## src/logic/ssp_pkg.sv

```systemverilog
// Constants and types shared by the shutoff and parameter-set selection block
package ssp_pkg;

  localparam int SSP_NUM_TERMS = 12;

  // APB register byte offsets
  localparam logic [7:0] SSP_ADDR_POLARITY = 8'h00;
  localparam logic [7:0] SSP_ADDR_VALIDITY = 8'h04;
  localparam logic [7:0] SSP_ADDR_COMM = 8'h08;
  localparam logic [7:0] SSP_ADDR_STATUS = 8'h0c;
  localparam logic [7:0] SSP_ADDR_ASSIGN_BASE = 8'h10;
  localparam logic [7:0] SSP_ADDR_ASSIGN_LAST = 8'h3c;

  // Field positions
  localparam int SSP_COMM_REQ_BIT = 0;
  localparam int SSP_SEQ_REQ_BIT = 1;
  localparam int SSP_ST_ENABLE_BIT = 0;
  localparam int SSP_ST_SET_LSB = 1;
  localparam int SSP_ST_TWO_SET_BIT = 3;
  localparam int SSP_ST_SHUT_TERM_BIT = 4;
  localparam int SSP_ST_SECOND_BIT = 5;
  localparam int SSP_ST_THIRD_BIT = 6;
  localparam int SSP_ST_RUNNING_BIT = 7;

  // Terminal function assignment codes
  localparam logic [7:0] SSP_CODE_SECOND = 8'h03;
  localparam logic [7:0] SSP_CODE_THIRD = 8'h09;
  localparam logic [7:0] SSP_CODE_SHUTOFF = 8'h18;
  localparam logic [7:0] SSP_CODE_NONE = 8'hff;

  // Polarity selection values
  localparam logic [7:0] SSP_POL_OPEN = 8'h00;
  localparam logic [7:0] SSP_POL_CLOSED = 8'h02;
  localparam logic [7:0] SSP_POL_MIXED = 8'h04;

  // Validity condition values
  localparam logic [7:0] SSP_VALID_IMMEDIATE = 8'h00;
  localparam logic [7:0] SSP_VALID_CONST_SPEED = 8'h0a;

  // Parameter set encodings
  localparam logic [1:0] SSP_SET_FIRST = 2'h0;
  localparam logic [1:0] SSP_SET_SECOND = 2'h1;
  localparam logic [1:0] SSP_SET_THIRD = 2'h2;

  // Reset values
  localparam logic [7:0] SSP_POLARITY_RST = 8'h00;
  localparam logic [7:0] SSP_VALIDITY_RST = 8'h00;
  // Terminal 0 is the dedicated shutoff terminal, terminal 1 the dedicated second-set terminal
  localparam logic [SSP_NUM_TERMS-1:0][7:0] SSP_CODES_RST =
    {{(SSP_NUM_TERMS-2){SSP_CODE_NONE}}, SSP_CODE_SECOND, SSP_CODE_SHUTOFF};

  typedef struct packed {
    logic [SSP_NUM_TERMS-1:0] sync1;
    logic [SSP_NUM_TERMS-1:0] sync2;
    logic [7:0] polarity;
    logic [7:0] validity;
    logic comm_req;
    logic seq_req;
    logic [SSP_NUM_TERMS-1:0][7:0] codes;
    logic [1:0] pend3;
    logic pend2;
    logic [1:0] active3;
    logic active2;
    logic out_en;
    logic [31:0] prdata;
  } ssp_state_type;

endpackage

```

## src/logic/ssp_term_if.sv

```systemverilog
// Carrier between the top module and the terminal function decoder
`timescale 1ns/100ps
interface ssp_term_if;
  import ssp_pkg::*;
  logic [SSP_NUM_TERMS-1:0] level;
  logic [SSP_NUM_TERMS-1:0][7:0] codes;
  logic shutoff;
  logic second;
  logic third;
  modport host (output level, output codes, input shutoff, input second, input third);
  modport map (input level, input codes, output shutoff, output second, output third);
endinterface

```

## src/logic/ssp_term_map.sv

```systemverilog
// Routes synchronised terminal levels to functions by assignment code
`timescale 1ns/100ps
module ssp_term_map (
  ssp_term_if.map bus
);
  import ssp_pkg::*;

  always_comb begin
    bus.shutoff = 1'b0;
    bus.second = 1'b0;
    bus.third = 1'b0;
    for (int i = 0; i < SSP_NUM_TERMS; i++) begin
      // Several terminals with one code are ORed together
      if (bus.codes[i] == SSP_CODE_SHUTOFF) begin
        bus.shutoff = bus.shutoff | bus.level[i];
      end
      if (bus.codes[i] == SSP_CODE_SECOND) begin
        bus.second = bus.second | bus.level[i];
      end
      if (bus.codes[i] == SSP_CODE_THIRD) begin
        bus.third = bus.third | bus.level[i];
      end
    end
  end

endmodule

```

## src/logic/ssp_shutoff_set_select.sv

```systemverilog
// Output shutoff decision and parameter-set selection with APB registers
`timescale 1ns/100ps
module ssp_shutoff_set_select (
  input wire logic pclk,
  input wire logic presetn,
  input wire logic psel,
  input wire logic penable,
  input wire logic pwrite,
  input wire logic [7:0] paddr,
  input wire logic [31:0] pwdata,
  output logic [31:0] prdata,
  output logic pready,
  output logic pslverr,
  input wire logic [ssp_pkg::SSP_NUM_TERMS-1:0] terminal_in,
  input wire logic drive_running,
  input wire logic drive_const_speed,
  output logic output_enable,
  output logic [1:0] active_set,
  output logic active_two_set
);
  import ssp_pkg::*;

  ssp_state_type s_q;
  ssp_state_type s_d;
  ssp_term_if term_bus ();

  logic setup_phase;
  logic access_phase;
  logic wr_access;
  logic in_assign;
  logic addr_hit;
  logic [3:0] assign_idx;
  logic [5:0] word_addr;
  logic [31:0] rd_word;
  logic shut_term;
  logic comm_any;
  logic enable_calc;
  logic speed_gate;
  logic [1:0] want3;

  // Decoder sees only the second synchroniser stage
  assign term_bus.level = s_q.sync2;
  assign term_bus.codes = s_q.codes;

  ssp_term_map u_map (
    .bus(term_bus.map)
  );

  assign shut_term = term_bus.shutoff;
  // Sequence program request joins the communication path
  assign comm_any = s_q.comm_req | s_q.seq_req;

  // APB decode
  assign setup_phase = psel & ~penable;
  assign access_phase = psel & penable;
  assign wr_access = access_phase & pwrite & addr_hit;
  assign word_addr = paddr[7:2];
  assign in_assign = (paddr >= SSP_ADDR_ASSIGN_BASE) && (paddr <= SSP_ADDR_ASSIGN_LAST);
  assign assign_idx = 4'(word_addr - SSP_ADDR_ASSIGN_BASE[7:2]);
  always_comb begin
    addr_hit = 1'b0;
    if (paddr[1:0] == 2'h0) begin
      addr_hit = (paddr == SSP_ADDR_POLARITY) || (paddr == SSP_ADDR_VALIDITY) ||
                 (paddr == SSP_ADDR_COMM) || (paddr == SSP_ADDR_STATUS) || in_assign;
    end
  end

  // No wait states; read data was captured during setup
  assign pready = access_phase;
  assign pslverr = access_phase & ~addr_hit;
  assign prdata = s_q.prdata;

  always_comb begin
    rd_word = 32'h0000_0000;
    if (addr_hit) begin
      if (paddr == SSP_ADDR_POLARITY) begin
        rd_word[7:0] = s_q.polarity;
      end else if (paddr == SSP_ADDR_VALIDITY) begin
        rd_word[7:0] = s_q.validity;
      end else if (paddr == SSP_ADDR_COMM) begin
        rd_word[SSP_COMM_REQ_BIT] = s_q.comm_req;
        rd_word[SSP_SEQ_REQ_BIT] = s_q.seq_req;
      end else if (paddr == SSP_ADDR_STATUS) begin
        rd_word[SSP_ST_ENABLE_BIT] = s_q.out_en;
        rd_word[SSP_ST_SET_LSB +: 2] = s_q.active3;
        rd_word[SSP_ST_TWO_SET_BIT] = s_q.active2;
        rd_word[SSP_ST_SHUT_TERM_BIT] = shut_term;
        rd_word[SSP_ST_SECOND_BIT] = term_bus.second;
        rd_word[SSP_ST_THIRD_BIT] = term_bus.third;
        rd_word[SSP_ST_RUNNING_BIT] = drive_running;
      end else begin
        rd_word[7:0] = s_q.codes[assign_idx];
      end
    end
  end

  // Shutoff decision; no operation mode input can mask the terminal
  always_comb begin
    unique case (s_q.polarity)
      SSP_POL_CLOSED: begin
        // Sequence request stays normally open even with a closed contact
        enable_calc = shut_term & s_q.comm_req & ~s_q.seq_req;
      end
      SSP_POL_MIXED: begin
        enable_calc = shut_term & ~comm_any;
      end
      default: begin
        // Unlisted settings fall back to normally open
        enable_calc = ~shut_term & ~comm_any;
      end
    endcase
  end

  // Third select outranks second
  always_comb begin
    if (term_bus.third) begin
      want3 = SSP_SET_THIRD;
    end else if (term_bus.second) begin
      want3 = SSP_SET_SECOND;
    end else begin
      want3 = SSP_SET_FIRST;
    end
  end

  // Other validity settings behave like the immediate one
  assign speed_gate = (s_q.validity == SSP_VALID_CONST_SPEED) && !drive_const_speed;

  always_comb begin
    s_d = s_q;
    s_d.sync1 = terminal_in;
    s_d.sync2 = s_q.sync1;
    if (wr_access) begin
      if (paddr == SSP_ADDR_POLARITY) begin
        s_d.polarity = pwdata[7:0];
      end else if (paddr == SSP_ADDR_VALIDITY) begin
        s_d.validity = pwdata[7:0];
      end else if (paddr == SSP_ADDR_COMM) begin
        // Held until software writes it again
        s_d.comm_req = pwdata[SSP_COMM_REQ_BIT];
        s_d.seq_req = pwdata[SSP_SEQ_REQ_BIT];
      end else if (in_assign) begin
        s_d.codes[assign_idx] = pwdata[7:0];
      end
    end
    // Selection is frozen while running, so only the constant-speed gate can change the active set mid-motion
    if (!drive_running) begin
      s_d.pend3 = want3;
      s_d.pend2 = term_bus.second;
    end
    s_d.active3 = speed_gate ? SSP_SET_FIRST : s_q.pend3;
    s_d.active2 = speed_gate ? 1'b0 : s_q.pend2;
    // No ramp here: a shutoff drops enable on the next edge and the motor coasts
    s_d.out_en = enable_calc;
    if (setup_phase) begin
      s_d.prdata = rd_word;
    end
  end

  always_ff @(posedge pclk or negedge presetn) begin
    if (!presetn) begin
      s_q <= '{sync1: '0, sync2: '0, polarity: SSP_POLARITY_RST, validity: SSP_VALIDITY_RST,
               comm_req: 1'b0, seq_req: 1'b0, codes: SSP_CODES_RST, pend3: SSP_SET_FIRST,
               pend2: 1'b0, active3: SSP_SET_FIRST, active2: 1'b0, out_en: 1'b0,
               prdata: 32'h0000_0000};
    end else begin
      s_q <= s_d;
    end
  end

  assign output_enable = s_q.out_en;
  assign active_set = s_q.active3;
  assign active_two_set = s_q.active2;

  // Shutoff decision, one edge after the inputs are seen
  a_pol_mixed_enable: assert property (@(posedge pclk) disable iff (!presetn)
    (s_q.polarity == SSP_POL_MIXED && shut_term && !comm_any) |=> s_q.out_en)
    else $error("Mixed polarity enable mismatch");

  a_mixed_term_off: assert property (@(posedge pclk) disable iff (!presetn)
    (s_q.polarity == SSP_POL_MIXED && !shut_term) |=> !s_q.out_en)
    else $error("Mixed polarity open terminal kept output");

  a_mixed_comm_on: assert property (@(posedge pclk) disable iff (!presetn)
    (s_q.polarity == SSP_POL_MIXED && s_q.comm_req) |=> !s_q.out_en)
    else $error("Mixed polarity communication request kept output");

  a_pol_open_enable: assert property (@(posedge pclk) disable iff (!presetn)
    (s_q.polarity == SSP_POL_OPEN && !shut_term && !comm_any) |=> s_q.out_en)
    else $error("Normally open enable mismatch");

  a_open_term_on: assert property (@(posedge pclk) disable iff (!presetn)
    (s_q.polarity == SSP_POL_OPEN && shut_term) |=> !s_q.out_en)
    else $error("Normally open terminal request kept output");

  a_pol_closed_enable: assert property (@(posedge pclk) disable iff (!presetn)
    (s_q.polarity == SSP_POL_CLOSED && shut_term && s_q.comm_req && !s_q.seq_req) |=> s_q.out_en)
    else $error("Normally closed enable mismatch");

  a_closed_term_off: assert property (@(posedge pclk) disable iff (!presetn)
    (s_q.polarity == SSP_POL_CLOSED && !shut_term) |=> !s_q.out_en)
    else $error("Normally closed open terminal kept output");

  a_closed_comm_off: assert property (@(posedge pclk) disable iff (!presetn)
    (s_q.polarity == SSP_POL_CLOSED && !s_q.comm_req) |=> !s_q.out_en)
    else $error("Normally closed open communication kept output");

  a_seq_like_comm: assert property (@(posedge pclk) disable iff (!presetn)
    s_q.seq_req |=> !s_q.out_en)
    else $error("Sequence shutoff did not cut output");

  a_cut_at_once: assert property (@(posedge pclk) disable iff (!presetn)
    !enable_calc |=> !s_q.out_en)
    else $error("Shutoff not applied on the next edge");

  // Terminal routing
  a_remap_shutoff: assert property (@(posedge pclk) disable iff (!presetn)
    (s_q.codes[5] == SSP_CODE_SHUTOFF && s_q.sync2[5]) |-> shut_term)
    else $error("Reassigned terminal not routed to shutoff");

  a_shut_or_terms: assert property (@(posedge pclk) disable iff (!presetn)
    (s_q.codes[6] == SSP_CODE_SHUTOFF && s_q.sync2[6]) |-> shut_term)
    else $error("Second shutoff terminal not ORed in");

  a_shut_dedicated: assert property (@(posedge pclk) disable iff (!presetn)
    (s_q.codes[0] == SSP_CODE_SHUTOFF && s_q.sync2[0]) |-> shut_term)
    else $error("Dedicated shutoff terminal not routed");

  a_default_shut_map: assert property (@(posedge pclk) disable iff (!presetn)
    (s_q.codes == SSP_CODES_RST) |-> (shut_term == s_q.sync2[0]))
    else $error("Default shutoff mapping wrong");

  a_default_second_map: assert property (@(posedge pclk) disable iff (!presetn)
    (s_q.codes == SSP_CODES_RST) |-> (term_bus.second == s_q.sync2[1]) && !term_bus.third)
    else $error("Default set select mapping wrong");

  a_third_routed: assert property (@(posedge pclk) disable iff (!presetn)
    (s_q.codes[7] == SSP_CODE_THIRD && s_q.sync2[7]) |-> term_bus.third)
    else $error("Third select terminal not routed");

  // Set selection
  a_third_priority: assert property (@(posedge pclk) disable iff (!presetn)
    (!drive_running && term_bus.third) |=> (s_q.pend3 == SSP_SET_THIRD))
    else $error("Third set not prioritised");

  a_second_pending: assert property (@(posedge pclk) disable iff (!presetn)
    (!drive_running && term_bus.second && !term_bus.third) |=> (s_q.pend3 == SSP_SET_SECOND))
    else $error("Second set not selected");

  a_first_pending: assert property (@(posedge pclk) disable iff (!presetn)
    (!drive_running && !term_bus.second && !term_bus.third) |=> (s_q.pend3 == SSP_SET_FIRST))
    else $error("First set not selected");

  a_hold_running: assert property (@(posedge pclk) disable iff (!presetn)
    drive_running |=> (s_q.pend3 == $past(s_q.pend3)) && (s_q.pend2 == $past(s_q.pend2)))
    else $error("Set changed while running");

  a_adopt_on_stop: assert property (@(posedge pclk) disable iff (!presetn)
    $fell(drive_running) |=> (s_q.pend3 == $past(want3)))
    else $error("New set not adopted after stop");

  a_const_speed_gate: assert property (@(posedge pclk) disable iff (!presetn)
    (s_q.validity == SSP_VALID_CONST_SPEED && !drive_const_speed) |=> (s_q.active3 == SSP_SET_FIRST))
    else $error("Set applied outside constant speed");

  a_const_speed_apply: assert property (@(posedge pclk) disable iff (!presetn)
    (s_q.validity == SSP_VALID_CONST_SPEED && drive_const_speed) |=> (s_q.active3 == $past(s_q.pend3)))
    else $error("Set not applied at constant speed");

  a_two_set_gate: assert property (@(posedge pclk) disable iff (!presetn)
    (s_q.validity == SSP_VALID_CONST_SPEED && !drive_const_speed) |=> !s_q.active2)
    else $error("Two-set function applied outside constant speed");

  a_immediate_apply: assert property (@(posedge pclk) disable iff (!presetn)
    (s_q.validity == SSP_VALID_IMMEDIATE) |=> (s_q.active3 == $past(s_q.pend3)))
    else $error("Selected set not applied immediately");

  a_two_set_immediate: assert property (@(posedge pclk) disable iff (!presetn)
    (s_q.validity == SSP_VALID_IMMEDIATE) |=> (s_q.active2 == $past(s_q.pend2)))
    else $error("Two-set selection not applied immediately");

  a_two_set_follow: assert property (@(posedge pclk) disable iff (!presetn)
    !drive_running |=> (s_q.pend2 == $past(term_bus.second)))
    else $error("Two-set pending does not follow second select");

  a_two_set_select: assert property (@(posedge pclk) disable iff (!presetn)
    (!drive_running && term_bus.second && term_bus.third) |=> s_q.pend2 ##1 (s_q.active2 || $past(speed_gate)))
    else $error("Two-set function ignored second select");

  a_set_code_legal: assert property (@(posedge pclk) disable iff (!presetn)
    s_q.active3 != 2'h3)
    else $error("Active set code out of range");

  // Register bus and stored bits
  a_comm_bit_held: assert property (@(posedge pclk) disable iff (!presetn)
    !(wr_access && paddr == SSP_ADDR_COMM) |=> (s_q.comm_req == $past(s_q.comm_req)))
    else $error("Communication request changed without a write");

  a_comm_bit_write: assert property (@(posedge pclk) disable iff (!presetn)
    (wr_access && paddr == SSP_ADDR_COMM) |=> (s_q.comm_req == $past(pwdata[SSP_COMM_REQ_BIT])))
    else $error("Communication request write lost");

  a_seq_bit_write: assert property (@(posedge pclk) disable iff (!presetn)
    (wr_access && paddr == SSP_ADDR_COMM) |=> (s_q.seq_req == $past(pwdata[SSP_SEQ_REQ_BIT])))
    else $error("Sequence request write lost");

  a_polarity_write: assert property (@(posedge pclk) disable iff (!presetn)
    (wr_access && paddr == SSP_ADDR_POLARITY) |=> (s_q.polarity == $past(pwdata[7:0])))
    else $error("Polarity write lost");

  a_validity_write: assert property (@(posedge pclk) disable iff (!presetn)
    (wr_access && paddr == SSP_ADDR_VALIDITY) |=> (s_q.validity == $past(pwdata[7:0])))
    else $error("Validity write lost");

  a_code_write: assert property (@(posedge pclk) disable iff (!presetn)
    (wr_access && paddr == SSP_ADDR_ASSIGN_BASE + 8'h14) |=> (s_q.codes[5] == $past(pwdata[7:0])))
    else $error("Terminal code write lost");

  a_bad_write_ignored: assert property (@(posedge pclk) disable iff (!presetn)
    (psel && penable && pwrite && !addr_hit) |=> (s_q.polarity == $past(s_q.polarity)) &&
      (s_q.validity == $past(s_q.validity)))
    else $error("Unmapped write changed a register");

  a_ready_no_wait: assert property (@(posedge pclk) disable iff (!presetn)
    (psel && penable) |-> pready)
    else $error("Access cycle without ready");

  a_misaligned_error: assert property (@(posedge pclk) disable iff (!presetn)
    (psel && penable && paddr[1:0] != 2'h0) |-> pslverr)
    else $error("Misaligned access without error");

  a_error_read_zero: assert property (@(posedge pclk) disable iff (!presetn)
    (psel && !penable && paddr[1:0] != 2'h0) |=> (prdata == 32'h0000_0000))
    else $error("Misaligned read returned data");

  a_read_capture: assert property (@(posedge pclk) disable iff (!presetn)
    (psel && !penable && paddr == SSP_ADDR_POLARITY) |=> (prdata == {24'h00_0000, $past(s_q.polarity)}))
    else $error("Polarity read data not captured in setup");

endmodule

```

## config.mk

```make
export PLATFORM = sky130hd
export DESIGN_NAME = ssp_shutoff_set_select
export DESIGN_NICKNAME = d
export VERILOG_FILES = /design/src/logic/ssp_pkg.sv /design/src/logic/ssp_term_if.sv /design/src/logic/ssp_term_map.sv /design/src/logic/ssp_shutoff_set_select.sv
export SDC_FILE = /design/constraint.sdc
export NUM_CORES = 1
export LEC_CHECK = 0
export BUFFER_PORTS_ARGS = -buffer_cell sky130_fd_sc_hd__buf_4
export CORE_MARGIN = 5
export CORE_UTILIZATION = 53
export DETAILED_ROUTE_END_ITERATION = 6
export PLACE_DENSITY = 0.86
export SETUP_SLACK_MARGIN = 0.5
export SYNTH_ARGS = -nofsm -noshare
export SYNTH_HDL_FRONTEND = slang
export SYNTH_SLANG_ARGS = --single-unit
```

## constraint.sdc

```tcl
create_clock -name pclk -period 1.6 [get_ports pclk]
set_input_delay 0.24 -clock pclk [delete_from_list [all_inputs] [get_ports pclk]]
set_output_delay 0.24 -clock pclk [all_outputs]
set_load 0.05 [all_outputs]
```

After elaboration in Yosys (flattened, before gate mapping) --
Cells that the tools add are included.
Storage, ports and cells: bits in writable memories 0, input port bits 59, output and inout port bits 38, word-level logic and storage cells 189, bits in read-only memories 0, latch bits 0, register bits after elaboration 153, memories 0
Operators by class: reductions and logical operators 14, bitwise logic cells 51, add/sub/neg operators 1, mux-type cells 53, shift operators 0, multiply operators 0, eq/ne operators 42, div/mod/pow operators 0, $lt $le $gt $ge 4
Operator list (number):
- $eq A8 B4 Y1 const B | 15
- $eq A8 B2 Y1 const B | 13
- $bwmux W96 | 1
- $eq A8 B5 Y1 const B | 12
- $mux W8 | 6
- $mux W1 | 39
- $or A1 B1 Y1 | 34
- $bmux W8 S4 | 1
- $demux W8 S4 | 1
- $eq A8 B3 Y1 const B | 2
- $and A1 B1 Y1 | 9
- $ge A8 B5 Y1 const B | 1
- $le A8 B6 Y1 const B | 1
- $logic_not A8 Y1 | 1
- $not A1 Y1 | 8
- $mux W2 | 3
- $mux W6 | 1
- $lt A4 B5 Y1 const B | 1
- $reduce_and A5 Y1 | 1
- $ge A4 B1 Y1 const B | 1
- $logic_or A1 B1 Y1 | 4
- $reduce_and A4 Y1 | 1
- $sub A4 B3 Y4 const B | 1
- $logic_and A1 B1 Y1 | 3
- other kinds (5) | 5

Depth between registers and ports, before layout --
depth in word-level cells 29, gate-level depth with buffers 10, gate-level depth less buffers 8

By module --
Synthesis repeated with hierarchy kept, for this count alone.
Unflattened totals: cells, all modules 633, area, all modules 7946.4 um^2
By module, submodules not included:
- ssp_shutoff_set_select | area an instance 7245.7 um^2, times used 1, cells each 534
- ssp_term_map | area an instance 700.7 um^2, times used 1, cells each 99

Least setup slack after synthesis --
No wires, ideal clock.
path kind in2reg, from in paddr[4], to reg s_q, in the netlist prdata[5], path buffers 2, library setup time 0.124 ns, data required time 1.476 ns, arrival 1.750 ns, slack -0.274 ns, cell stages on the path 10, cells stage by stage inv_1 > ha_1 > buf_2 > nor2b_1 > clkbuf_1 > a22oi_1 > nand2_1 > nor2_1 > a211oi_1 > o31a_1
Between the ends: longest elaborated chain between the ends 8, elaborated cells between the ends (all ways) 20
Ends and longest elaborated chain:
- start: declaration | line ssp_shutoff_set_select.sv:9 | input wire logic [7:0] paddr,
- $sub A4 B3 Y4 | line ssp_shutoff_set_select.sv:59 | assign assign_idx = 4'(word_addr - SSP_ADDR_ASSIGN_BASE[7:2]);
- $bmux W8 S4 | line ssp_shutoff_set_select.sv:92 | rd_word[7:0] = s_q.codes[assign_idx];
- $mux W8 (not written as such) | line ssp_shutoff_set_select.sv:92
- $mux W8 | line ssp_shutoff_set_select.sv:83 | end else if (paddr == SSP_ADDR_STATUS) begin
- $mux W6 | line ssp_shutoff_set_select.sv:80 | end else if (paddr == SSP_ADDR_COMM) begin
- $mux W8 | line ssp_shutoff_set_select.sv:78 | end else if (paddr == SSP_ADDR_VALIDITY) begin
- $mux W8 | line ssp_shutoff_set_select.sv:76 | if (paddr == SSP_ADDR_POLARITY) begin
- $mux W8 * | line ssp_shutoff_set_select.sv:75 | if (addr_hit) begin
- end signal: assignment | line ssp_shutoff_set_select.sv:161 | s_q <= '{sync1: '0, sync2: '0, polarity: SSP_POLARITY_RST, validity: SSP_VALIDITY_RST,
- end: declaration | line ssp_shutoff_set_select.sv:23 | ssp_state_type s_q;
Every way passes the cells marked *; elsewhere a longest branch is shown, timed or not. The select of a mux whose other input is x is not followed. A chain may end at the register's enable or synchronous reset.

Worst setup path in the final report --
from reg s_q[106] in the netlist's numbering, to reg s_q, in the netlist prdata[4]
Between the ends: longest elaborated chain between the ends 13
Ends and longest elaborated chain:
- $eq A8 B5 Y1 * | line ssp_term_map.sv:14 | if (bus.codes[i] == SSP_CODE_SHUTOFF) begin
- $mux W1 * | line ssp_term_map.sv:14
- $or A1 B1 Y1 | line ssp_term_map.sv:15 | bus.shutoff = bus.shutoff | bus.level[i];
- $mux W1 * | line ssp_term_map.sv:14
- $or A1 B1 Y1 | line ssp_term_map.sv:15
- $mux W1 * | line ssp_term_map.sv:14
- $or A1 B1 Y1 | line ssp_term_map.sv:15
- $mux W1 * | line ssp_term_map.sv:14
- $mux W8 * | line ssp_shutoff_set_select.sv:83
- $mux W6 * | line ssp_shutoff_set_select.sv:80
- $mux W8 * | line ssp_shutoff_set_select.sv:78
- $mux W8 * | line ssp_shutoff_set_select.sv:76
- $mux W8 * | line ssp_shutoff_set_select.sv:75
Every way passes the cells marked *; elsewhere a longest branch is shown, timed or not.

==> impl_metrics.json <==
{
  "status": "finished, violations left",
  "violations": "setup timing",
  "place.gp.congestion": 0.9490,
  "drive_above_1_share_pct": 62.38,
  "synth_cell_type_count": 45,
  "yosys-top-cells-count": "mux2_2, dfstp_2, dfrtp_1",
  "drt_iter0_drc": 828,
  "timing.fmax_ghz": 0.4866,
  "synth-seq-cells": 153,
  "grt_max_degree": 43,
  "crit_start": "s_q[106]$_DFFE_PN1P_",
  "synth.area.top_cells": "dfstp_2, dfrtp_1, mux2_2, mux4_2, buf_4",
  "synth.avg_cell_area_um2": 13.13,
  "clk_latency_ns": 0.45,
  "period_minus_slack_ns": 2.055,
  "synth_top_flop_cell": "dfstp_2",
  "cts.sinks": 153,
  "slew_violations": 0,
  "synth_edf_count": 0,
  "die-area_um2": 17290,
  "synth_top_area_share_pct": 28.21,
  "cp-start-kind": "register",
  "antenna_left": 0,
  "vias": 6319,
  "grt_use_total_pct": 29.95,
  "netlist_instances": 596,
  "clk_transition_reported_paths_ns": 0.07,
  "rsz0062_at_grt": "yes",
  "timing.rr.start": "s_q[106]$_DFFE_PN1P_",
  "yosys.area_share.simple_pct": 14.67,
  "synthXorXnorAreaFrac_pct": 0,
  "finalSetupTns_ns": -3.165,
  "io_buffers": 48,
  "p_total_mw": 9.487,
  "r2r-end": "prdata[4]$_DFFE_PN0P_",
  "synth.most_common_cell": "mux2_2",
  "tritoncts": "yes",
  "std_cell_rows": 44,
  "wl_per_cell_um": 28.85,
  "synth-compound-area-share_pct": 3.551,
  "maxCapViolCount": 0,
  "finalSetupViolCount": 30,
  "hpwl_mm": 15.07,
  "setup_ws_ns": -0.4550,
  "crit_path_end_kind": "register",
  "core_area_um2": 14480,
  "die_y_um": 131.5,
  "diodes": 0,
  "synth_top_family_by_area": "multiplexers",
  "fin_util_pct": 75.55,
  "pwr_density_cell_nw_per_um2": 867.3,
  "ys_async_sr_fraction_pct": 100.0,
  "ir_worst_vdd_v": 0.0009408,
  "io_pins": 97,
  "initial_core_util_pct": 54.03,
  "ys_seq_area_share_pct": 50.29,
  "min_path_type": "in -> reg",
  "cts_made_buffers": 17,
  "grt_pass1_wl_mm": 39.73,
  "worstPathRequired_ns": 1.94,
  "relSlewSlack_pct": 66.72,
  "power_leakage_nw": 4.923,
  "drtPass1Iterations": 5,
  "holdWs_ns": 0.02621,
  "yosys_warnings": 0,
  "hold_viol": 0,
  "cts-root-buf": "clkbuf_16",
  "synthAdderAreaFrac_pct": 0.9597,
  "crit_type": "reg -> reg",
  "vias_per_cell": 6.729,
  "critPathMaxFanout": 3,
  "cts_buffer_depth": 2,
  "rrSetupSlack_ns": -0.46,
  "skew_ns": 0.009472,
  "tightest_slew_ns": 0.4954,
  "drc": 0,
  "muxShareOfSynthArea_pct": 25.30,
  "reg2reg_depth": 6,
  "wl_mm": 27.09,
  "synth_area_leader_cell": "dfstp_2",
  "endpoint": "prdata[4]$_DFFE_PN0P_",
  "area_growth_pct": 39.84,
  "grt_pass1_vias": 6561,
  "h-tree-depth": 4,
  "fillers": 752,
  "grt_overflow_total": 0,
  "antenna_found_initial": 0,
  "cp.arrival_ns": 2.39,
  "final_nets": 807,
  "syn_area_um2": 7823,
  "die_x_um": 131.5,
  "fin_crit_sh_pct": 128.4
}
## sequential cells by signal, summed over array words and instances (netlist names)
name	count
s_q	117
active_set	2
term_bus.level	12
s_d	12
output_enable	1
prdata	8
active_two_set	1
## timing repair
action,4_1_cts,5_1_grt
hold buffers,13,0
setup endpoints to repair,142,162
pin swaps,30,33
buffers inserted,17,10
endpoints found under the hold margin,33,0
gates resized for setup,190,20
## cells in the final DEF (no fill, tap or decap), types with 13 or more instances in the layout
cell and instances:
nand4_1 23, o21ai_1 13, nand2_8 13, nor2b_1 18, clkbuf_16 17, mux2_4 114
dfstp_2 84, dfrtp_1 69, nand2_1 26, nand4b_1 23, conb_1 24, buf_6 29
mux4_2 25, buf_4 108, dlygate4sd3_1 13
## routing by layer
metal	up-vias	routed length, um	track usage [%]
met5	-	0	0
met4	0	2373	18.74
met3	200	2936	8.180
met2	522	12570	47.66
met1	3129	9211	36.17
li1	2468	-	-
## stage by stage
stage | cell area (um^2) | std cells | worst slack [ns]
finish | 10940 | 939 | -0.4550
global route | 10940 | 939 | -0.4600
CTS | 10760 | 929 | -0.2453
detailed placement | 9054 | 867 | -0.4968
global placement | 9054 | 867 | -0.3860
floorplan | 8284 | 619 | -0.1477
## final cells by class
cell class / count / area, um^2 / area share (%)
sequential: 153 / 3934 / 35.96
clock inverter: 11 / 195.2 / 1.784
inverter: 5 / 26.28 / 0.2402
clock buffer: 21 / 450.4 / 4.118
tap: 184 / 230.2 / 2.105
multi-input combinational: 402 / 4597 / 42.02
timing repair buffer: 163 / 1506 / 13.77
## worst min path at each step
| stage | start | endpoint | slack, ns | cells after the start |
|---|---|---|---|---|
| after floorplan | presetn | active_set[0]$_DFF_PN0_ | -0.06 | 0 |
| after global placement | presetn | active_set[0]$_DFF_PN0_ | 0.18 | 1 |
| after detailed placement | presetn | active_set[0]$_DFF_PN0_ | 0.19 | 1 |
| after CTS | drive_running | s_q[37]$_DFFE_PN0N_ | 0.02 | 2 |
| after global routing | drive_running | s_q[37]$_DFFE_PN0N_ | 0.03 | 2 |
| final | drive_running | s_q[37]$_DFFE_PN0N_ | 0.03 | 2 |
## kinds of logic (layout without fill, tap and decap cells)
| kind of cell | count (synthesis) | in the layout |
|---|---|---|
| and+or+nand+nor | 175 | 175 |
| DFF | 153 | 153 |
| muxes | 152 | 152 |
| buffers and inverters | 64 | 200 |
| AOI/OAI and AO/OA | 45 | 45 |
| adders and majority gates | 6 | 6 |
| other | 1 | 24 |
## critical path, cell delays in order (launching register included)
cell	delay, ns
dfstp_2	0.56
nor2b_1	0.28
nand4_1	0.31
nand4_1	0.24
nor3_4	0.09
o21a_2	0.24
o31ai_4	0.23
## power breakdown
part | switching (mW) | internal [mW] | total [mW]
registers | 0.0652 | 3.96 | 4.03
logic | 0.560 | 0.377 | 0.937
clock network | 1.71 | 2.81 | 4.52
total | 2.34 | 7.15 | 9.49
Note: power is estimated with default switching activity, not from simulation.
